### src/pmp_pkg.sv
// Constants and types shared by the program memory partition map
package pmp_pkg;

   // Program address space
   localparam int          PMP_PC_W       = 15;
   localparam int          PMP_PM_AW      = 13;
   localparam int          PMP_WORD_W     = 14;
   localparam logic [14:0] PMP_RESET_VEC  = 15'h0000;
   localparam logic [14:0] PMP_IRQ_VEC    = 15'h0004;
   localparam logic [12:0] PMP_LAST_ADDR  = 13'h1fff;
   localparam logic [12:0] PMP_STORE_SPAN = 13'h0080;
   localparam logic [12:0] PMP_STORE_BASE = PMP_LAST_ADDR + 13'h0001 - PMP_STORE_SPAN;

   // Boot region end addresses by size code
   localparam logic [12:0] PMP_BOOT_END_512  = 13'h01ff;
   localparam logic [12:0] PMP_BOOT_END_1K   = 13'h03ff;
   localparam logic [12:0] PMP_BOOT_END_2K   = 13'h07ff;
   localparam logic [12:0] PMP_BOOT_END_4K   = 13'h0fff;
   localparam logic [12:0] PMP_BOOT_END_8K   = 13'h1fff;
   localparam logic [12:0] PMP_BOOT_END_HALF = PMP_LAST_ADDR >> 1;
   localparam logic [2:0]  PMP_BSZ_512       = 3'h7;
   localparam logic [2:0]  PMP_BSZ_1K        = 3'h6;
   localparam logic [2:0]  PMP_BSZ_2K        = 3'h5;
   localparam logic [2:0]  PMP_BSZ_4K        = 3'h4;
   localparam logic [2:0]  PMP_BSZ_8K        = 3'h3;

   // High address space: pointer bit and configuration word range
   localparam int          PMP_HIGH_BIT  = 15;
   localparam logic [15:0] PMP_CFG_FIRST = 16'h8007;
   localparam logic [15:0] PMP_CFG_LAST  = 16'h800b;

   // Register word indices, byte address is four times the index
   localparam logic [15:0] PMP_IDX_REV  = 16'h8005;
   localparam logic [15:0] PMP_IDX_DEV  = 16'h8006;
   localparam logic [15:0] PMP_IDX_CFG  = 16'h8010;
   localparam logic [15:0] PMP_IDX_STAT = 16'h8011;

   // Fixed top bits of identity and revision words
   localparam logic [1:0] PMP_DEV_TOP = 2'b11;
   localparam logic [1:0] PMP_REV_TOP = 2'b10;

   // Identity defaults, values arbitrary
   localparam logic [11:0] PMP_PART_CODE_DFLT = 12'h5a1;
   localparam logic [5:0]  PMP_MAJOR_DFLT     = 6'h01;
   localparam logic [5:0]  PMP_MINOR_DFLT     = 6'h00;

   // Partition configuration word fields
   localparam int         PMP_CFG_W          = 10;
   localparam int         PMP_CFG_SIZE_LSB   = 0;
   localparam int         PMP_CFG_BOOT_EN_N  = 3;
   localparam int         PMP_CFG_STORE_EN_N = 4;
   localparam int         PMP_CFG_APP_LOCK_N = 7;
   localparam int         PMP_CFG_BOOT_LOCK_N = 8;
   localparam int         PMP_CFG_CFG_LOCK_N = 9;
   localparam logic [9:0] PMP_CFG_RESET      = 10'h39f;
   localparam logic [9:0] PMP_CFG_LOCK_MASK  = 10'h380;
   localparam logic [9:0] PMP_CFG_SIZE_MASK  = 10'h007;

   // Status word fields
   localparam int PMP_ST_WR_ERR  = 0;
   localparam int PMP_ST_EXEC_OK = 1;

   typedef enum logic {PMP_IND_IDLE, PMP_IND_WAIT} pmp_ind_t;

   typedef struct packed {
      logic        waitreq;
      logic [31:0] rdata;
      logic [14:0] pc;
      logic [12:0] fetch_addr;
      logic [9:0]  cfg;
      logic        wr_err;
      logic        exec_ok;
      pmp_ind_t    ind;
      logic        pm_rd;
      logic [12:0] pm_addr;
      logic        ind_busy;
      logic        ind_valid;
      logic [7:0]  ind_data;
      logic        dmem_sel;
      logic        nvm_go;
      logic [15:0] nvm_addr;
      logic        mv_reset;
   } pmp_state_t;

   localparam pmp_state_t PMP_STATE_RST = '{waitreq: 1'b1, cfg: PMP_CFG_RESET,
                                            exec_ok: 1'b1, ind: PMP_IND_IDLE,
                                            default: '0};

endpackage

### src/pmp_part_dec.sv
// Partition decoder: boot, application and storage membership of one address
`timescale 1ns/10ps
module pmp_part_dec
   import pmp_pkg::*;
(
   // Address and partition settings
   input  wire logic [12:0] addr_in,
   input  wire logic        boot_en_n_in,
   input  wire logic        store_en_n_in,
   input  wire logic [2:0]  size_in,
   // Membership
   output logic             in_boot_out,
   output logic             in_app_out,
   output logic             in_store_out
);

   // Sizes above half the memory fall back to half
   function automatic logic [12:0] boot_end(input logic [2:0] sz);
      logic [12:0] e;
      e = PMP_BOOT_END_HALF;
      unique case (sz)
         PMP_BSZ_512: e = PMP_BOOT_END_512;
         PMP_BSZ_1K:  e = PMP_BOOT_END_1K;
         PMP_BSZ_2K:  e = PMP_BOOT_END_2K;
         PMP_BSZ_4K:  e = PMP_BOOT_END_4K;
         PMP_BSZ_8K:  e = PMP_BOOT_END_8K;
         default:     e = PMP_BOOT_END_HALF;
      endcase
      if (e > PMP_BOOT_END_HALF) begin
         e = PMP_BOOT_END_HALF;
      end
      return e;
   endfunction

   always_comb begin
      in_boot_out  = !boot_en_n_in && (addr_in <= boot_end(size_in));
      in_store_out = !store_en_n_in && (addr_in >= PMP_STORE_BASE);
      in_app_out   = !in_boot_out && !in_store_out;
   end

endmodule

### src/pmp_map.sv
// Program memory partition map: program counter, indirect reads, partitions, identity
//
// What this block does
// - Identity word is read-only; bits 13:12 read one, bits 11:0 the part code.
// - Revision word is read-only; bit 13 reads one, bit 12 reads zero.
// - Revision word holds major revision in bits 11:6, minor in bits 5:0.
// - Program counter is 15 bits, covering 32K words of 14 bits.
// - Only 8192 words exist; addresses beyond 1FFFh wrap into them.
// - Execution starts at 0000h after reset; interrupts enter at 0004h.
// - Pointer high byte bit 7 set makes an indirect read target program memory.
// - Indirect program read returns only the low eight bits of the word.
// - Indirect writes to program addresses do not touch program memory.
// - Indirect program reads take one extra instruction cycle.
// - Both region enables at one decode all user flash as application.
// - Enabled boot region runs from 0000h to its size end; application follows.
// - Enabled storage region takes the top 128 words; application ends 80h below.
// - Fetches from the enabled storage region are not allowed to execute.
// - Writes to protected blocks leave memory unchanged and set the write error.
// - Executing from an invalid area causes violation reset and clears its flag.
// - Size code picks the boot end address, capped at half the memory.
// - Write lock bits are active low; zero protects app, boot or config block.
// - Once set, write protection stays until a bulk erase or a reset.
//
// Chosen here: the Avalon-MM interface to the registers.
`timescale 1ns/10ps
module pmp_map
   import pmp_pkg::*;
#(
   parameter logic [11:0] PART_CODE = PMP_PART_CODE_DFLT,
   parameter logic [5:0]  MAJOR_REV = PMP_MAJOR_DFLT,
   parameter logic [5:0]  MINOR_REV = PMP_MINOR_DFLT
)
(
   // Clock and reset
   input  wire logic        CLOCK_IN,
   input  wire logic        RST_N_IN,
   // Avalon-MM register slave
   input  wire logic [17:0] AVS_ADDRESS_IN,
   input  wire logic        AVS_READ_IN,
   input  wire logic        AVS_WRITE_IN,
   input  wire logic [31:0] AVS_WRITEDATA_IN,
   input  wire logic [3:0]  AVS_BYTEENABLE_IN,
   output logic [31:0]      AVS_READDATA_OUT,
   output logic             AVS_WAITREQUEST_OUT,
   // Core fetch path
   input  wire logic        EXEC_IN,
   input  wire logic        PC_STEP_IN,
   input  wire logic        PC_LOAD_IN,
   input  wire logic [14:0] PC_TARGET_IN,
   input  wire logic        IRQ_ENTRY_IN,
   output logic [14:0]      PC_OUT,
   output logic [12:0]      FETCH_ADDR_OUT,
   output logic             MV_RESET_OUT,
   // Core indirect access
   input  wire logic        IND_REQ_IN,
   input  wire logic        IND_WRITE_IN,
   input  wire logic [15:0] IND_PTR_IN,
   output logic             IND_BUSY_OUT,
   output logic             IND_VALID_OUT,
   output logic [7:0]       IND_DATA_OUT,
   output logic             DMEM_SEL_OUT,
   // Program memory read port
   input  wire logic [13:0] PMEM_DATA_IN,
   output logic             PMEM_RD_OUT,
   output logic [12:0]      PMEM_ADDR_OUT,
   // Nonvolatile write controller
   input  wire logic        NVM_WR_REQ_IN,
   input  wire logic [15:0] NVM_WR_ADDR_IN,
   input  wire logic        BULK_ERASE_IN,
   output logic             NVM_GO_OUT,
   output logic [15:0]      NVM_ADDR_OUT
);

   pmp_state_t st_r;
   pmp_state_t st_nxt;

   logic [15:0] idx;
   logic        pc_boot;
   logic        pc_app;
   logic        pc_store;
   logic        nv_boot;
   logic        nv_app;
   logic        nv_store;
   logic        fetch_bad;
   logic        nvm_ok;

   assign idx = AVS_ADDRESS_IN[17:2];

   // Read value of one register word
   function automatic logic [31:0] reg_read(input logic [15:0] i, input pmp_state_t s);
      logic [31:0] v;
      v = '0;
      unique case (i)
         PMP_IDX_DEV:  v = {18'h00000, PMP_DEV_TOP, PART_CODE};
         PMP_IDX_REV:  v = {18'h00000, PMP_REV_TOP, MAJOR_REV, MINOR_REV};
         PMP_IDX_CFG:  v = {22'h000000, s.cfg};
         PMP_IDX_STAT: v = {30'h00000000, s.exec_ok, s.wr_err};
         default:      v = '0;
      endcase
      return v;
   endfunction

   // Byte lane mask for a low-bits register
   function automatic logic [9:0] lane_mask(input logic [3:0] be);
      return {{2{be[1]}}, {8{be[0]}}};
   endfunction

   // Same boundaries for execution and write checks
   pmp_part_dec u_pc_dec (
      .addr_in       (st_r.pc[12:0]),
      .boot_en_n_in  (st_r.cfg[PMP_CFG_BOOT_EN_N]),
      .store_en_n_in (st_r.cfg[PMP_CFG_STORE_EN_N]),
      .size_in       (st_r.cfg[PMP_CFG_SIZE_LSB +: 3]),
      .in_boot_out   (pc_boot),
      .in_app_out    (pc_app),
      .in_store_out  (pc_store)
   );

   pmp_part_dec u_nv_dec (
      .addr_in       (NVM_WR_ADDR_IN[12:0]),
      .boot_en_n_in  (st_r.cfg[PMP_CFG_BOOT_EN_N]),
      .store_en_n_in (st_r.cfg[PMP_CFG_STORE_EN_N]),
      .size_in       (st_r.cfg[PMP_CFG_SIZE_LSB +: 3]),
      .in_boot_out   (nv_boot),
      .in_app_out    (nv_app),
      .in_store_out  (nv_store)
   );

   always_comb begin
      fetch_bad = pc_store;
      if (NVM_WR_ADDR_IN[PMP_HIGH_BIT]) begin
         nvm_ok = (NVM_WR_ADDR_IN >= PMP_CFG_FIRST) && (NVM_WR_ADDR_IN <= PMP_CFG_LAST)
                  && st_r.cfg[PMP_CFG_CFG_LOCK_N];
      end else begin
         nvm_ok = !(nv_boot && !st_r.cfg[PMP_CFG_BOOT_LOCK_N])
                  && !(nv_app && !st_r.cfg[PMP_CFG_APP_LOCK_N]);
      end
   end

   always_comb begin
      logic [9:0] m;
      logic [9:0] w;
      m = '0;
      w = '0;
      st_nxt           = st_r;
      st_nxt.waitreq   = 1'b1;
      st_nxt.pm_rd     = 1'b0;
      st_nxt.ind_busy  = 1'b0;
      st_nxt.ind_valid = 1'b0;
      st_nxt.dmem_sel  = 1'b0;
      st_nxt.nvm_go    = 1'b0;
      st_nxt.mv_reset  = 1'b0;

      // Bus: answer one cycle after the request is seen
      if ((AVS_READ_IN || AVS_WRITE_IN) && st_r.waitreq) begin
         st_nxt.waitreq = 1'b0;
         st_nxt.rdata   = reg_read(idx, st_r);
      end
      if (AVS_WRITE_IN && !st_r.waitreq) begin
         m = lane_mask(AVS_BYTEENABLE_IN);
         if (idx == PMP_IDX_CFG) begin
            w = (AVS_WRITEDATA_IN[9:0] & m) | (st_r.cfg & ~m);
            // Size only changes while the boot region is off
            if (!st_r.cfg[PMP_CFG_BOOT_EN_N]) begin
               w = (w & ~PMP_CFG_SIZE_MASK) | (st_r.cfg & PMP_CFG_SIZE_MASK);
            end
            // Lock bits can only be cleared by software
            w = (w & ~PMP_CFG_LOCK_MASK) | (w & st_r.cfg & PMP_CFG_LOCK_MASK);
            st_nxt.cfg = w;
         end else if (idx == PMP_IDX_STAT) begin
            if (AVS_BYTEENABLE_IN[0] && AVS_WRITEDATA_IN[PMP_ST_WR_ERR]) begin
               st_nxt.wr_err = 1'b0;
            end
            if (AVS_BYTEENABLE_IN[0] && AVS_WRITEDATA_IN[PMP_ST_EXEC_OK]) begin
               st_nxt.exec_ok = 1'b1;
            end
         end
      end
      if (BULK_ERASE_IN) begin
         st_nxt.cfg = PMP_CFG_RESET;
      end

      // Nonvolatile write screening; the error set wins over a clear
      if (NVM_WR_REQ_IN) begin
         if (nvm_ok) begin
            st_nxt.nvm_go   = 1'b1;
            st_nxt.nvm_addr = NVM_WR_ADDR_IN;
         end else begin
            st_nxt.wr_err = 1'b1;
         end
      end

      // Program counter; violation beats every other change
      if (EXEC_IN && fetch_bad) begin
         st_nxt.mv_reset = 1'b1;
         st_nxt.exec_ok  = 1'b0;
         st_nxt.pc       = PMP_RESET_VEC;
      end else if (IRQ_ENTRY_IN) begin
         st_nxt.pc = PMP_IRQ_VEC;
      end else if (PC_LOAD_IN) begin
         st_nxt.pc = PC_TARGET_IN;
      end else if (PC_STEP_IN) begin
         st_nxt.pc = 15'(st_r.pc + 15'h0001);
      end
      st_nxt.fetch_addr = st_nxt.pc[12:0];

      // Indirect access
      unique case (st_r.ind)
         PMP_IND_IDLE: begin
            if (IND_REQ_IN) begin
               if (IND_PTR_IN[PMP_HIGH_BIT]) begin
                  if (!IND_WRITE_IN) begin
                     st_nxt.ind      = PMP_IND_WAIT;
                     st_nxt.pm_rd    = 1'b1;
                     st_nxt.pm_addr  = IND_PTR_IN[12:0];
                     st_nxt.ind_busy = 1'b1;
                  end
               end else begin
                  st_nxt.dmem_sel = 1'b1;
               end
            end
         end
         PMP_IND_WAIT: begin
            st_nxt.ind       = PMP_IND_IDLE;
            st_nxt.ind_valid = 1'b1;
            st_nxt.ind_data  = PMEM_DATA_IN[7:0];
         end
      endcase
   end

   always_ff @(posedge CLOCK_IN or negedge RST_N_IN) begin
      if (!RST_N_IN) begin
         st_r <= PMP_STATE_RST;
      end else begin
         st_r <= st_nxt;
      end
   end

   assign AVS_READDATA_OUT    = st_r.rdata;
   assign AVS_WAITREQUEST_OUT = st_r.waitreq;
   assign PC_OUT              = st_r.pc;
   assign FETCH_ADDR_OUT      = st_r.fetch_addr;
   assign MV_RESET_OUT        = st_r.mv_reset;
   assign IND_BUSY_OUT        = st_r.ind_busy;
   assign IND_VALID_OUT       = st_r.ind_valid;
   assign IND_DATA_OUT        = st_r.ind_data;
   assign DMEM_SEL_OUT        = st_r.dmem_sel;
   assign PMEM_RD_OUT         = st_r.pm_rd;
   assign PMEM_ADDR_OUT       = st_r.pm_addr;
   assign NVM_GO_OUT          = st_r.nvm_go;
   assign NVM_ADDR_OUT        = st_r.nvm_addr;

   // Checks

   AST_DEV_WORD: assert property (@(posedge CLOCK_IN) disable iff (!RST_N_IN)
      (AVS_READ_IN && !st_r.waitreq && idx == PMP_IDX_DEV)
      |-> (st_r.rdata[13:12] == PMP_DEV_TOP && st_r.rdata[11:0] == PART_CODE))
      else $error("identity word read wrong");

   AST_REV_TOP: assert property (@(posedge CLOCK_IN) disable iff (!RST_N_IN)
      (AVS_READ_IN && !st_r.waitreq && idx == PMP_IDX_REV)
      |-> (st_r.rdata[13] && !st_r.rdata[12]))
      else $error("revision word top bits wrong");

   AST_REV_FIELDS: assert property (@(posedge CLOCK_IN) disable iff (!RST_N_IN)
      (AVS_READ_IN && !st_r.waitreq && idx == PMP_IDX_REV)
      |-> (st_r.rdata[11:6] == MAJOR_REV && st_r.rdata[5:0] == MINOR_REV))
      else $error("revision fields wrong");

   AST_WRAP: assert property (@(posedge CLOCK_IN) disable iff (!RST_N_IN)
      (PC_STEP_IN && !PC_LOAD_IN && !IRQ_ENTRY_IN && !EXEC_IN)
      |=> (FETCH_ADDR_OUT == 13'($past(st_r.pc) + 15'h0001)))
      else $error("fetch address does not wrap");

   AST_IRQ_VEC: assert property (@(posedge CLOCK_IN) disable iff (!RST_N_IN)
      (IRQ_ENTRY_IN && !(EXEC_IN && fetch_bad)) |=> (PC_OUT == PMP_IRQ_VEC))
      else $error("interrupt entry not at vector");

   AST_IND_CYCLE: assert property (@(posedge CLOCK_IN) disable iff (!RST_N_IN)
      (st_r.ind == PMP_IND_IDLE && IND_REQ_IN && IND_PTR_IN[PMP_HIGH_BIT] && !IND_WRITE_IN)
      |=> (IND_BUSY_OUT && PMEM_RD_OUT && !IND_VALID_OUT) ##1 (IND_VALID_OUT && !IND_BUSY_OUT))
      else $error("indirect program read timing wrong");

   AST_IND_LOW8: assert property (@(posedge CLOCK_IN) disable iff (!RST_N_IN)
      IND_VALID_OUT |-> (IND_DATA_OUT == $past(PMEM_DATA_IN[7:0])))
      else $error("indirect data not low byte");

   AST_IND_WRITE: assert property (@(posedge CLOCK_IN) disable iff (!RST_N_IN)
      (st_r.ind == PMP_IND_IDLE && IND_REQ_IN && IND_PTR_IN[PMP_HIGH_BIT] && IND_WRITE_IN)
      |=> (!PMEM_RD_OUT && !IND_BUSY_OUT && !DMEM_SEL_OUT))
      else $error("indirect program write acted");

   AST_PROTECT: assert property (@(posedge CLOCK_IN) disable iff (!RST_N_IN)
      (NVM_WR_REQ_IN && !nvm_ok) |=> (!NVM_GO_OUT && st_r.wr_err))
      else $error("protected write not refused");

   AST_STORE_EXEC: assert property (@(posedge CLOCK_IN) disable iff (!RST_N_IN)
      (EXEC_IN && pc_store) |=> (MV_RESET_OUT && !st_r.exec_ok && PC_OUT == PMP_RESET_VEC))
      else $error("storage execution not trapped");

   AST_LOCK_STICKY: assert property (@(posedge CLOCK_IN) disable iff (!RST_N_IN)
      (!st_r.cfg[PMP_CFG_APP_LOCK_N] && !BULK_ERASE_IN) |=> !st_r.cfg[PMP_CFG_APP_LOCK_N])
      else $error("write lock released");

   AST_ALL_APP: assert property (@(posedge CLOCK_IN) disable iff (!RST_N_IN)
      (st_r.cfg[PMP_CFG_BOOT_EN_N] && st_r.cfg[PMP_CFG_STORE_EN_N]) |-> pc_app)
      else $error("default partition not application");

   AST_STORE_SPAN: assert property (@(posedge CLOCK_IN) disable iff (!RST_N_IN)
      (!st_r.cfg[PMP_CFG_STORE_EN_N])
      |-> (pc_store == (st_r.pc[12:0] > PMP_LAST_ADDR - PMP_STORE_SPAN)))
      else $error("storage region bounds wrong");

   AST_BOOT_APP: assert property (@(posedge CLOCK_IN) disable iff (!RST_N_IN)
      (!st_r.cfg[PMP_CFG_BOOT_EN_N] && st_r.pc[12:0] == 13'h0000) |-> (pc_boot && !pc_app))
      else $error("boot region does not start at zero");

   AST_DATA_PTR: assert property (@(posedge CLOCK_IN) disable iff (!RST_N_IN)
      (st_r.ind == PMP_IND_IDLE && IND_REQ_IN && !IND_PTR_IN[PMP_HIGH_BIT])
      |=> (DMEM_SEL_OUT && !PMEM_RD_OUT && !IND_BUSY_OUT))
      else $error("data pointer not sent to data memory");

   AST_IND_ADDR: assert property (@(posedge CLOCK_IN) disable iff (!RST_N_IN)
      (st_r.ind == PMP_IND_IDLE && IND_REQ_IN && IND_PTR_IN[PMP_HIGH_BIT] && !IND_WRITE_IN)
      |=> (PMEM_ADDR_OUT == $past(IND_PTR_IN[12:0]) && !DMEM_SEL_OUT))
      else $error("program read address wrong");

   AST_BOOT_END: assert property (@(posedge CLOCK_IN) disable iff (!RST_N_IN)
      (!st_r.cfg[PMP_CFG_BOOT_EN_N] && st_r.cfg[PMP_CFG_SIZE_LSB +: 3] == PMP_BSZ_512)
      |-> (nv_boot == (NVM_WR_ADDR_IN[12:0] <= PMP_BOOT_END_512)))
      else $error("smallest boot region bounds wrong");

   AST_BOOT_CAP: assert property (@(posedge CLOCK_IN) disable iff (!RST_N_IN)
      (!st_r.cfg[PMP_CFG_BOOT_EN_N] && st_r.cfg[PMP_CFG_SIZE_LSB +: 3] == PMP_BSZ_8K)
      |-> (nv_boot == (NVM_WR_ADDR_IN[12:0] <= PMP_BOOT_END_HALF)))
      else $error("boot region not capped at half");

   AST_STORE_WRITE: assert property (@(posedge CLOCK_IN) disable iff (!RST_N_IN)
      (NVM_WR_REQ_IN && !NVM_WR_ADDR_IN[PMP_HIGH_BIT] && nv_store) |=> NVM_GO_OUT)
      else $error("storage region write refused");

   AST_APP_LOCK: assert property (@(posedge CLOCK_IN) disable iff (!RST_N_IN)
      (NVM_WR_REQ_IN && !NVM_WR_ADDR_IN[PMP_HIGH_BIT] && nv_app
       && !st_r.cfg[PMP_CFG_APP_LOCK_N]) |=> (!NVM_GO_OUT && st_r.wr_err))
      else $error("locked application block written");

   AST_PC_LOAD: assert property (@(posedge CLOCK_IN) disable iff (!RST_N_IN)
      (PC_LOAD_IN && !IRQ_ENTRY_IN && !(EXEC_IN && fetch_bad)) |=> (PC_OUT == $past(PC_TARGET_IN)))
      else $error("program counter load wrong");

endmodule

### config.mk
export PLATFORM = sky130hd
export DESIGN_NAME = pmp_map
export DESIGN_NICKNAME = d
export VERILOG_FILES = /design/src/pmp_pkg.sv /design/src/pmp_part_dec.sv /design/src/pmp_map.sv
export SDC_FILE = /design/constraint.sdc
export NUM_CORES = 1
export LEC_CHECK = 0
export BUFFER_PORTS_ARGS = -buffer_cell sky130_fd_sc_hd__buf_2
export CAP_MARGIN = 20
export CORE_MARGIN = 10
export CORE_UTILIZATION = 30
export CTS_CLUSTER_DIAMETER = 40
export DETAILED_ROUTE_END_ITERATION = 12
export GPL_TIMING_DRIVEN = 0
export SLEW_MARGIN = 25
export SYNTH_ARGS = -nofsm -noshare
export SYNTH_HDL_FRONTEND = slang
export SYNTH_SLANG_ARGS = --single-unit
### constraint.sdc
create_clock -name CLOCK_IN -period 7.5 [get_ports CLOCK_IN]
set_input_delay 1.5 -clock CLOCK_IN [delete_from_list [all_inputs] [get_ports CLOCK_IN]]
set_output_delay 1.5 -clock CLOCK_IN [all_outputs]
set_load 0.02 [all_outputs]
==> out/metrics.cfg, run 1 <==
[logic_synthesis]
ys_types=50
synthAdderAreaFrac=0.0162
synth_top_family_by_area=buffers and inverters
yosysTopAreaCellShare=0.388
synth_area_leaders=dfrtp_1 (39%), buf_4 (16%), mux2_2 (7.3%)
ys_ff_latch=82
synthArstFlopShare=1.00
synthMuxAreaShare=0.120
syn_area_um2=4650
yosysTopAreaCell=dfrtp_1
synthFlopType=dfrtp_1
netlist_instances=439
syn_avg_cell_area_um2=10.6
synth_compound_area_frac=0.0751
synth-edff-count=0
yosysSeqAreaShare=0.444
synth_xor_area_frac=0.0264
ys_warn_count=0
synth-simple-area-share=0.134

[setup_path]
crit_arrival_ns=3.76
start_kind=input port
crit_fanout=10
critPathRequiredTime_ns=7.72
worstSetupPathType=input port to register
critPathCaptureType=register

[cells_and_area]
antenna_cells=0
area_growth_pct=33.0
drive_above_1_share=0.527
nets=775
final_common_cell=buf_2
mostFrequentLayoutCells=buf_2 (172), buf_4 (98), dfrtp_1 (72)

[clock_network]
ctsHtreeMaxLevel=3
ctsResizeCount=0
cts_buffer_depth=2
hold_buffers=0
postCtsSetupBuffers=0
clock-root-buffer=clkbuf_16
worstSkewPairLatency_ns=0.34
clock_sinks=82
clk_pin_slew_worst_paths_ns=0.06
cts_tree=done
cts_made_buffers=9

[global_routing]
antenna_found_initial=0
grt_first_pass_wirelength_um=19900
grt_usage=0.120
grt_max_degree=64
grt-ovfl-total=0
grt_pass1_vias=3928

[routing]
post_drt_via_cell_ratio=4.42
wl_per_cell_um=15.5
num_vias=3688
drc=0
drt_wl_total_um=12900
antenna_left=0
first_pass_iters=4
drt_iter0_drc=137

[floorplanning]
die_w_um=144
start_util=0.306
die_y_um=144
coreArea_um2=15200
num_io_pins=231
dieArea_um2=20900
row_count=45

[worst_hold_path]
min_path_type=register to register

[status]
outcome=complete, no violations

[place]
place_congestion=0.811
hpwl_um=10500
place.port_buffers=173

[sta]
min_period_over_period=0.472
finalHoldWorstSlack_ns=0.463
hold_viol_final=0
fmax_mhz=283
timing.final.crit_period_ns=3.54
finalClockSkew_ns=0.00418
final_max_slew_viol_count=0
maxSlewHeadroom=0.350
tightest_slew_ns=0.963
finalSetupViolCount=0
setup-tns-final_ns=0
rsz0062_at_grt=false

[flow_run]
drv_cap=0

[power]
ir_drop_uv=123
p_per_area_nw_per_um2=213
power.leakage_nw=3.17

## flip-flops by register name (all words and copies together) (netlist names)
| register | count |
|---|---|
| IND_VALID_OUT | 1 |
| NVM_GO_OUT | 1 |
| NVM_ADDR_OUT | 16 |
| PC_OUT | 15 |
| AVS_READDATA_OUT | 12 |
| st_r | 13 |
| MV_RESET_OUT | 1 |
| PMEM_ADDR_OUT | 13 |
| AVS_WAITREQUEST_OUT | 1 |
| IND_DATA_OUT | 8 |
| DMEM_SEL_OUT | 1 |
## worst max-delay path: stages
cell      delay, ns
buf_2          0.14
ha_1           0.34
nand4b_4       0.10
or4_4          0.54
nor4bb_1       0.18
nor3_4         0.43
buf_8          0.22
mux2_4         0.31
## cells in the mapped netlist (6+ instances only)
| library cell | count |
|---|---|
| mux2_4 | 8 |
| buf_4 | 98 |
| dfstp_2 | 10 |
| nand3_1 | 9 |
| o21ai_0 | 13 |
| nand4_1 | 9 |
| ha_1 | 6 |
| mux2_2 | 30 |
| xor2_1 | 6 |
| xnor2_1 | 8 |
| nor2_1 | 21 |
| a21oi_1 | 16 |
| nand2_1 | 25 |
| inv_1 | 12 |
| dfrtp_1 | 72 |
| mux2i_1 | 10 |
| clkbuf_1 | 11 |
| nor4_1 | 6 |
## area by class of cell
cell class	instances	area, µm²
multi-input cells	251	1800
plain buffers	112	800
fillers	1528	9020
clock buffers	12	256
well taps	188	235
inverters	12	45.0
clock inverters	4	73.8
repair buffers	174	900
flip-flops and latches	82	2060
## worst paths after layout
check,endpoint,start,slack (ns),depth (start not counted)
max in group asynchronous,st_r[49]$_DFFE_PN1P_,RST_N_IN,5.89,2
hold reg to reg,IND_VALID_OUT$_DFF_PN0_,st_r[43]$_DFF_PN0_,0.46,0
setup / recovery,NVM_ADDR_OUT[14]$_DFFE_PN0P_,NVM_WR_ADDR_IN[10],3.96,8
setup reg to reg,NVM_ADDR_OUT[14]$_DFFE_PN0P_,st_r[48]$_DFFE_PN1P_,4.72,8
min in group asynchronous,NVM_GO_OUT$_DFF_PN0_,RST_N_IN,1.00,1
hold / removal,IND_VALID_OUT$_DFF_PN0_,st_r[43]$_DFF_PN0_,0.46,0
## metal layers
layer | track usage | routed length [µm] | up-vias
li1 | - | - | 1807
met1 | 0.133 | 5100 | 1755
met2 | 0.209 | 6670 | 116
met3 | 0.0482 | 1030 | 10
met4 | 0.0303 | 107 | 0
met5 | 0 | 0 | -
## kinds of logic (layout without fill, tap and decap cells)
family                     Yosys count  after routing
DFF                                 82             82
xor gates and xnor gates            14             14
adders and majority gates            6              6
buffers and inverters              124            314
other                                2             20
AOI/OAI and AO/OA                   55             55
muxes                               48             48
and+or+nand+nor                    108            108
## where the power goes
group | switching (W) | internal, W
Combinational | 0.000157 | 0.000158
Clock | 0.000176 | 0.000310
Sequential | 0.0000285 | 0.000486
Total | 0.000362 | 0.000953
## metrics by stage
step / util / setup WS, ns / std cells / cell area, µm² / power (W)
after global placement: 0.382 / 3.66 / 818 / 5810 / 0.000832
after floorplan: - / 3.94 / 457 / 4710 / 0.000731
after global routing: 0.406 / 3.90 / 835 / 6180 / 0.00138
after CTS: 0.406 / 3.98 / 835 / 6180 / 0.00134
final: 0.406 / 3.96 / 835 / 6180 / 0.00132
after detailed placement: 0.385 / 3.62 / 819 / 5850 / 0.000841
No activity file was read; power rests on OpenSTA's default activity.
==> run 2: changes to the inputs <==
--- a/config.mk
+++ b/config.mk
@@ -5,6 +5,7 @@
 export SDC_FILE = /design/constraint.sdc
 export NUM_CORES = 1
 export LEC_CHECK = 0
+export ABC_AREA = 1
 export BUFFER_PORTS_ARGS = -buffer_cell sky130_fd_sc_hd__buf_2
 export CAP_MARGIN = 20
 export CORE_MARGIN = 10
==> constraint.sdc (replaced) <==
create_clock -name CLOCK_IN -period 3.7 [get_ports CLOCK_IN]
set_input_delay 0.74 -clock CLOCK_IN [delete_from_list [all_inputs] [get_ports CLOCK_IN]]
set_output_delay 0.74 -clock CLOCK_IN [all_outputs]
set_load 0.02 [all_outputs]
==> run 2 against run 1 <==
  * Die area grew 5.5%
  * Clock skew grew 0.0037 ns
  * Global-route usage up 0.50 points
  * Cell count increased by 25%
  * Sequential cell count stayed put
  * Largest cell class unchanged
  * Clock power up 86%
  * Synthesized cell count up 40%
  * Critical path depth up 6
  * Clock-buffer cell count shrank 2
  * Register-to-register slack worse by 3.1 ns
  * Wire length is 8.6% higher
  * Utilization fell by 0.10 points
==> out/metrics.cfg, run 2 <==
[status]
outcome=complete, no violations  ; unchanged

[power]
clockPowerShare=0.340  ; was 0.370
p_comb_frac=0.264  ; was 0.239
p_seq_frac=0.396  ; was 0.391
p_sw_w=0.000826  ; was 0.000362 W
ir_drop_uv=195  ; was 123 µV
p_per_area_nw_per_um2=409  ; was 213 nW/µm²
power.leakage_nw=3.66  ; was 3.17 nW
switching_share=0.311  ; was 0.275
internal-power_w=0.00183  ; was 0.000953 W

[place]
place.port_buffers=175  ; was 173
hpwl_um=11600  ; was 10500 µm
place_area_um2=6190  ; was 5850 µm²
place_congestion=0.826  ; was 0.811

[cells_and_area]
area_growth_pct=31.2  ; was 33.0%
nFillCells=1698  ; was 1528
nets=953  ; was 775
mostFrequentLayoutCells=buf_2 (180), nand2_1 (169), buf_4 (100)  ; was buf_2 (172), buf_4 (98), dfrtp_1 (72)
drive_above_1_share=0.402  ; was 0.527
largest_register_ffs=16  ; unchanged
antenna_cells=0  ; unchanged
final_area_um2=6490  ; was 6180 µm²
final_common_cell=buf_2  ; unchanged

[global_routing]
grt_max_degree=57  ; was 64
grt_first_pass_wirelength_um=22400  ; was 19900 µm
grt_usage=0.125  ; was 0.120
grt_pass1_vias=4390  ; was 3928
grt-ovfl-total=0  ; unchanged
antenna_found_initial=2  ; was 0

[setup_path]
cp_slowest_stage_delay_ns=0.54  ; about the same
critical-path-slowest-cell=dfstp_2  ; was or4_4
critPathMostFrequentCell=nand2_1
critPathCaptureType=register  ; unchanged
critPathRequiredTime_ns=3.93  ; was 7.72 ns
worstSetupPathType=register to register  ; was input port to register
path_buf_inv=2  ; unchanged
crit_fanout=10  ; unchanged
crit_arrival_ns=2.30  ; was 3.76 ns
start_kind=register  ; was input port
critPathTopFamily=simple AND/OR/NAND/NOR gates  ; unchanged
worstPathCellList=inv_1 > a21oi_1 > ha_1 > nand2_1 > nor2_1 > nand3_1 > nand2_1 > nand2_1 > nand2_2 > nand3_4 > nand3_4 > buf_8 > nand2_1 > nand2_1  ; was buf_2 > ha_1 > nand4b_4 > or4_4 > nor4bb_1 > nor3_4 > buf_8 > mux2_4

[clock_network]
clk_pin_slew_worst_paths_ns=0.07  ; was 0.06 ns
worstSkewPairLatency_ns=0.34  ; about the same
ctsResizeCount=0  ; unchanged
cts_buffer_depth=2  ; unchanged
cts_made_buffers=9  ; unchanged
clock-root-buffer=clkbuf_16  ; unchanged
postCtsSetupBuffers=0  ; unchanged
cts_tree=done  ; unchanged
ctsHtreeMaxLevel=3  ; unchanged
hold_buffers=0  ; unchanged
clock_sinks=82  ; unchanged

[routing]
post_drt_via_cell_ratio=4.28  ; was 4.42
wl_per_cell_um=13.5  ; was 15.5 µm
drt_iter0_drc=185  ; was 137
drt_wl_total_um=14000  ; was 12900 µm
drc=0  ; unchanged
first_pass_iters=4  ; unchanged
antenna_left=0  ; unchanged
num_vias=4456  ; was 3688

[logic_synthesis]
syn_avg_cell_area_um2=8.04  ; was 10.6 µm²
ys_warn_count=0  ; unchanged
synth_compound_area_frac=0.0689  ; was 0.0751
syn_area_um2=4940  ; was 4650 µm²
synthFlopType=dfrtp_1  ; unchanged
netlist_instances=615  ; was 439
synth_xor_area_frac=0.0142  ; was 0.0264
synthArstFlopShare=1.00  ; unchanged
synth-edff-count=0  ; unchanged
synthAdderAreaFrac=0.0152  ; was 0.0162
synth_top_family_by_area=simple AND/OR/NAND/NOR gates  ; was buffers and inverters
synth-simple-area-share=0.256  ; was 0.134
synthMuxAreaShare=0.0182  ; was 0.120
synth_common_cells=nand2_1 (169), buf_4 (100), dfrtp_1 (72), inv_1 (52), nor2_1 (38)  ; was buf_4 (98), dfrtp_1 (72), mux2_2 (30), nand2_1 (25), nor2_1 (21)
yosysTopAreaCell=dfrtp_1  ; unchanged
synthMostInstantiatedCell=nand2_1  ; was buf_4
ys_types=40  ; was 50
yosysSeqAreaShare=0.418  ; was 0.444
yosysTopAreaCellShare=0.365  ; was 0.388
synth_area_leaders=dfrtp_1 (36%), buf_4 (15%), nand2_1 (13%)  ; was dfrtp_1 (39%), buf_4 (16%), mux2_2 (7.3%)
ys_ff_latch=82  ; unchanged

[floorplanning]
die_w_um=148  ; was 144 µm
die_y_um=148  ; was 144 µm
dieArea_um2=22000  ; was 20900 µm²
start_util=0.309  ; was 0.306
row_count=46  ; was 45
coreArea_um2=16000  ; was 15200 µm²
num_io_pins=231  ; unchanged

[sta]
finalClockSkew_ns=0.00790  ; was 0.00418 ns
final_max_slew_viol_count=0  ; unchanged
hold_viol_final=0  ; unchanged
setup-tns-final_ns=0  ; unchanged
finalSetupViolCount=0  ; unchanged
rsz0062_at_grt=false  ; unchanged
timing.final.crit_period_ns=2.07
fmax_mhz=483
min_period_over_period=0.560

[worst_hold_path]
min_path_type=input port to async pin  ; was register to register

[flow_run]
drv_cap=0  ; unchanged

[run 2: cell types whose count changed after synthesis, sizes merged, moves of 14 or more]
cell / before / now
nand3: 9 / 23
nor2: 21 / 39
o21ai: 13 / 32
inv: 12 / 54
mux2: 38 / 8
nand4: 9 / 29
nand2: 25 / 172
[run 2: final cells by class]
type	count	area (µm²)	share of cell area
buffer	114	822	0.127
clock buffer	10	229	0.0353
tap	216	270	0.0417
sequential	82	2060	0.318
inverter	55	206	0.0318
clock inverter	6	67.6	0.0104
timing repair buffer	176	910	0.140
multi-input combinational	382	1920	0.296
[run 2: worst paths after layout]
| check | from | to | slack [ns] | cells after the start |
|---|---|---|---|---|
| min reg2reg | st_r[43]$_DFF_PN0_ | IND_VALID_OUT$_DFF_PN0_ | 0.43 | 0 |
| min | RST_N_IN | AVS_READDATA_OUT[6]$_DFFE_PN0P_ | 0.26 | 1 |
| max reg2reg | st_r[47]$_DFFE_PN1P_ | NVM_ADDR_OUT[12]$_DFFE_PN0P_ | 1.63 | 14 |
| max in group asynchronous | RST_N_IN | st_r[55]$_DFFE_PN1P_ | 2.85 | 2 |
| min in group CLOCK_IN | st_r[43]$_DFF_PN0_ | IND_VALID_OUT$_DFF_PN0_ | 0.43 | 0 |
| max | st_r[47]$_DFFE_PN1P_ | NVM_ADDR_OUT[12]$_DFFE_PN0P_ | 1.63 | 14 |
[run 2: metrics by stage]
step / hold WS, ns / instances / setup slack (ns) / power (W) / util
final: 0.258 / 1041 / 1.63 / 0.00266 / 0.405
after global routing: 0.271 / 1041 / 1.38 / 0.00280 / 0.405
after CTS: 0.258 / 1041 / 1.61 / 0.00270 / 0.405
after detailed placement: 0.428 / 1025 / 1.42 / 0.00178 / 0.387
after global placement: 0.421 / 1024 / 1.12 / 0.00177 / 0.385
after floorplan: 0.442 / 633 / 1.72 / 0.00154 / -
[run 2: power by group through the flow]
stage / Clock (W) / Combinational (W) / Sequential [W]
floorplan: 0 / 0.000479 / 0.00106
global placement: 0 / 0.000700 / 0.00107
detailed placement: 0 / 0.000711 / 0.00107
CTS: 0.000934 / 0.000712 / 0.00105
global route: 0.000960 / 0.000774 / 0.00107
finish: 0.000903 / 0.000700 / 0.00105
[run 2: cells by family (layout without fill, tap and decap cells)]
| group | after synthesis | in the layout |
|---|---|---|
| adder cells (fa/ha/maj) | 6 | 6 |
| AO/OA/AOI/OAI | 59 | 59 |
| other | 2 | 20 |
| flip-flops | 82 | 82 |
| buffers and inverters | 169 | 361 |
| XOR/XNOR | 8 | 8 |
| multiplexers | 8 | 8 |
| AND/OR/NAND/NOR | 281 | 281 |
[run 2: metal layers]
metal / vias to the layer above / GRT usage / wire (µm)
met4: 2 / 0.0461 / 195
met1: 2014 / 0.157 / 6400
met2: 143 / 0.195 / 6280
met5: - / 0 / 13
li1: 2285 / - / -
met3: 12 / 0.0425 / 1130
==> run 3: changes to the inputs <==
==> constraint.sdc (replaced) <==
create_clock -name CLOCK_IN -period 2 [get_ports CLOCK_IN]
set_input_delay 0.4 -clock CLOCK_IN [delete_from_list [all_inputs] [get_ports CLOCK_IN]]
set_output_delay 0.4 -clock CLOCK_IN [all_outputs]
set_load 0.02 [all_outputs]
==> run 3 against run 2 <==
  * The flow now finishes with violations (negative setup slack)
  * Maximum frequency rose by 3.1%
  * Non-clock buffer count increased by 8
  * Largest power group unchanged
  * Utilization is 0.95 points higher
  * Sequential cell count stayed put
  * Global-route usage barely moved
  * Largest cell class unchanged
  * Critical path depth unchanged
==> out/metrics.cfg, run 3 (synthesized netlist as in run 2, its figures left out) <==
[status]
outcome=finished with violations  ; was complete, no violations
violations=negative setup slack

[sta]
finalClockSkew_ns=0.00892  ; was 0.00790 ns
setup_ws_ns=-0.00918  ; was 1.63 ns
rsz0062_at_grt=true  ; was false
timing.final.crit_period_ns=2.01  ; was 2.07 ns
setup-tns-final_ns=-0.00918  ; was 0 ns
fmax_mhz=498  ; was 483 MHz
final_max_slew_viol_count=0  ; unchanged
min_period_over_period=1.00  ; was 0.560
hold_viol_final=0  ; unchanged
finalSetupViolCount=1  ; was 0

[routing]
drt_wl_total_um=14200  ; was 14000 µm
wl_per_cell_um=13.6  ; was 13.5 µm
drt_iter0_drc=184  ; was 185
met2_length_um=6420  ; was 6280 µm
m1WireLength_um=6420  ; was 6400 µm
post_drt_via_cell_ratio=4.29  ; was 4.28
top_layer=met5  ; unchanged
first_pass_iters=4  ; unchanged
drc=0  ; unchanged
met3_length_um=1160  ; was 1130 µm
num_vias=4499  ; was 4456
antenna_left=0  ; unchanged

[cells_and_area]
nets=961  ; was 953
largest_register_ffs=16  ; unchanged
drive_above_1_share=0.431  ; was 0.402
mostFrequentLayoutCells=buf_2 (180), nand2_1 (154), buf_4 (102)  ; was buf_2 (180), nand2_1 (169), buf_4 (100)
area_growth_pct=34.3  ; was 31.2%
final_common_cell=buf_2  ; unchanged
antenna_cells=0  ; unchanged

[floorplanning]
die_w_um=148  ; unchanged
row_count=46  ; unchanged
coreArea_um2=16000  ; unchanged
dieArea_um2=22000  ; unchanged
num_io_pins=231  ; unchanged
die_y_um=148  ; unchanged
start_util=0.309  ; unchanged

[setup_path]
start_kind=register  ; unchanged
crit_arrival_ns=2.23  ; was 2.30 ns
cp_slowest_stage_delay_ns=0.54  ; about the same
critPathTopFamily=simple AND/OR/NAND/NOR gates  ; unchanged
worstSetupPathType=register to register  ; unchanged
critPathCaptureType=register  ; unchanged
critPathMostFrequentCell=nand2_1  ; unchanged
critPathRequiredTime_ns=2.22  ; was 3.93 ns
crit_fanout=5  ; was 10
path_buf_inv=2  ; unchanged
worstPathCellList=inv_2 > a21oi_2 > ha_1 > nand2_1 > nor2_1 > nand3_1 > nand2_1 > nand2_1 > nand2_2 > nand3_4 > nand3_4 > clkbuf_16 > nand2_1 > nand2_1  ; was inv_1 > a21oi_1 > ha_1 > nand2_1 > nor2_1 > nand3_1 > nand2_1 > nand2_1 > nand2_2 > nand3_4 > nand3_4 > buf_8 > nand2_1 > nand2_1
critical-path-slowest-cell=dfstp_2  ; unchanged

[clock_network]
cts_made_buffers=9  ; unchanged
worstSkewPairLatency_ns=0.34  ; about the same
ctsHtreeMaxLevel=3  ; unchanged
cts_buffer_depth=2  ; unchanged
cts_tree=done  ; unchanged
clk_pin_slew_worst_paths_ns=0.07  ; about the same
clock_sinks=82  ; unchanged
clock-root-buffer=clkbuf_16  ; unchanged

[global_routing]
grt_max_degree=57  ; unchanged
antenna_found_initial=2  ; unchanged
grt-ovfl-total=0  ; unchanged
grt_first_pass_wirelength_um=22500  ; was 22400 µm
grt_pass1_vias=4419  ; was 4390
grt_usage=0.126  ; was 0.125

[power]
p_comb_frac=0.270  ; was 0.264
power.leakage_nw=3.71  ; was 3.66 nW
switching_share=0.312  ; was 0.311
p_per_area_nw_per_um2=747  ; was 409 nW/µm²
ir_drop_uv=361  ; was 195 µV
clockPowerShare=0.336  ; was 0.340
total_power_w=0.00496  ; was 0.00266 W
p_sw_w=0.00155  ; was 0.000826 W
internal-power_w=0.00341  ; was 0.00183 W
p_seq_frac=0.395  ; was 0.396

[place]
place_congestion=0.826  ; unchanged
hpwl_um=11600  ; unchanged
place.port_buffers=175  ; unchanged

[worst_hold_path]
min_path_type=input port to register  ; was input port to async pin

[flow_run]
drv_cap=0  ; unchanged

==> run 3: cell count changes in the layout (fill, tap and decap cells not counted), sizes merged <==
cell / delta
buf: +6
dlygate4sd3: +1
clkbuf: +1
==> run 3: area by class of cell <==
cell class,count,area [µm²]
clock buffers,10,229
repair buffers,184,1000
well taps,216,270
multi-input cells,382,1970
plain buffers,114,826
clock inverters,6,67.6
fillers,1689,9360
flip-flops and latches,82,2060
inverters,55,206
==> run 3: what timing repair did <==
| item | 4_1_cts | 5_1_grt |
|---|---|---|
| hold buffers | 1 | 0 |
| resized for setup | 0 | 24 |
| buffers inserted | 4 | 3 |
| pin swaps | 0 | 6 |
| endpoints found under the hold margin | 25 | 0 |
| endpoints found under the setup margin | 9 | 18 |
| cloned | 0 | 1 |
==> run 3: final timing paths <==
path,start,to,slack (ns),cells past startpoint
worst max-delay path,st_r[46]$_DFFE_PN1P_,NVM_ADDR_OUT[8]$_DFFE_PN0P_,-0.009,14
worst max register to register,st_r[46]$_DFFE_PN1P_,NVM_ADDR_OUT[8]$_DFFE_PN0P_,-0.009,14
min in group asynchronous,RST_N_IN,AVS_READDATA_OUT[6]$_DFFE_PN0P_,0.49,2
worst min-delay path,IND_PTR_IN[15],DMEM_SEL_OUT$_DFF_PN0_,0.23,2
max in group asynchronous,RST_N_IN,st_r[55]$_DFFE_PN1P_,0.92,3
worst min register to register,st_r[43]$_DFF_PN0_,IND_VALID_OUT$_DFF_PN0_,0.44,0
==> run 3: power by group through the flow <==
stage / clock network [W] / registers (W) / logic [W]
3_5_place_dp: 0 / 0.00198 / 0.00131
6_report: 0.00167 / 0.00196 / 0.00134
5_1_grt: 0.00178 / 0.00199 / 0.00147
4_1_cts: 0.00173 / 0.00195 / 0.00133
2_1_floorplan: 0 / 0.00196 / 0.000887
3_3_place_gp: 0 / 0.00198 / 0.00129
==> run 3: layer usage <==
layer,global-route usage,vias to the layer above
met1,0.157,2035
met2,0.197,145
li1,-,2304
met5,0,-
met4,0.0461,2
met3,0.0425,13
==> run 3: per-stage QoR <==
step,setup WS (ns),cells,area (µm²),util,hold WS (ns)
floorplan,0.144,633,5010,-,0.104
global placement,-0.236,1024,6160,0.385,0.421
detailed placement,-0.0725,1025,6190,0.387,0.294
CTS,0.00259,1046,6530,0.408,0.209
global route,-0.185,1049,6640,0.415,0.216
finish,-0.00918,1049,6640,0.415,0.232
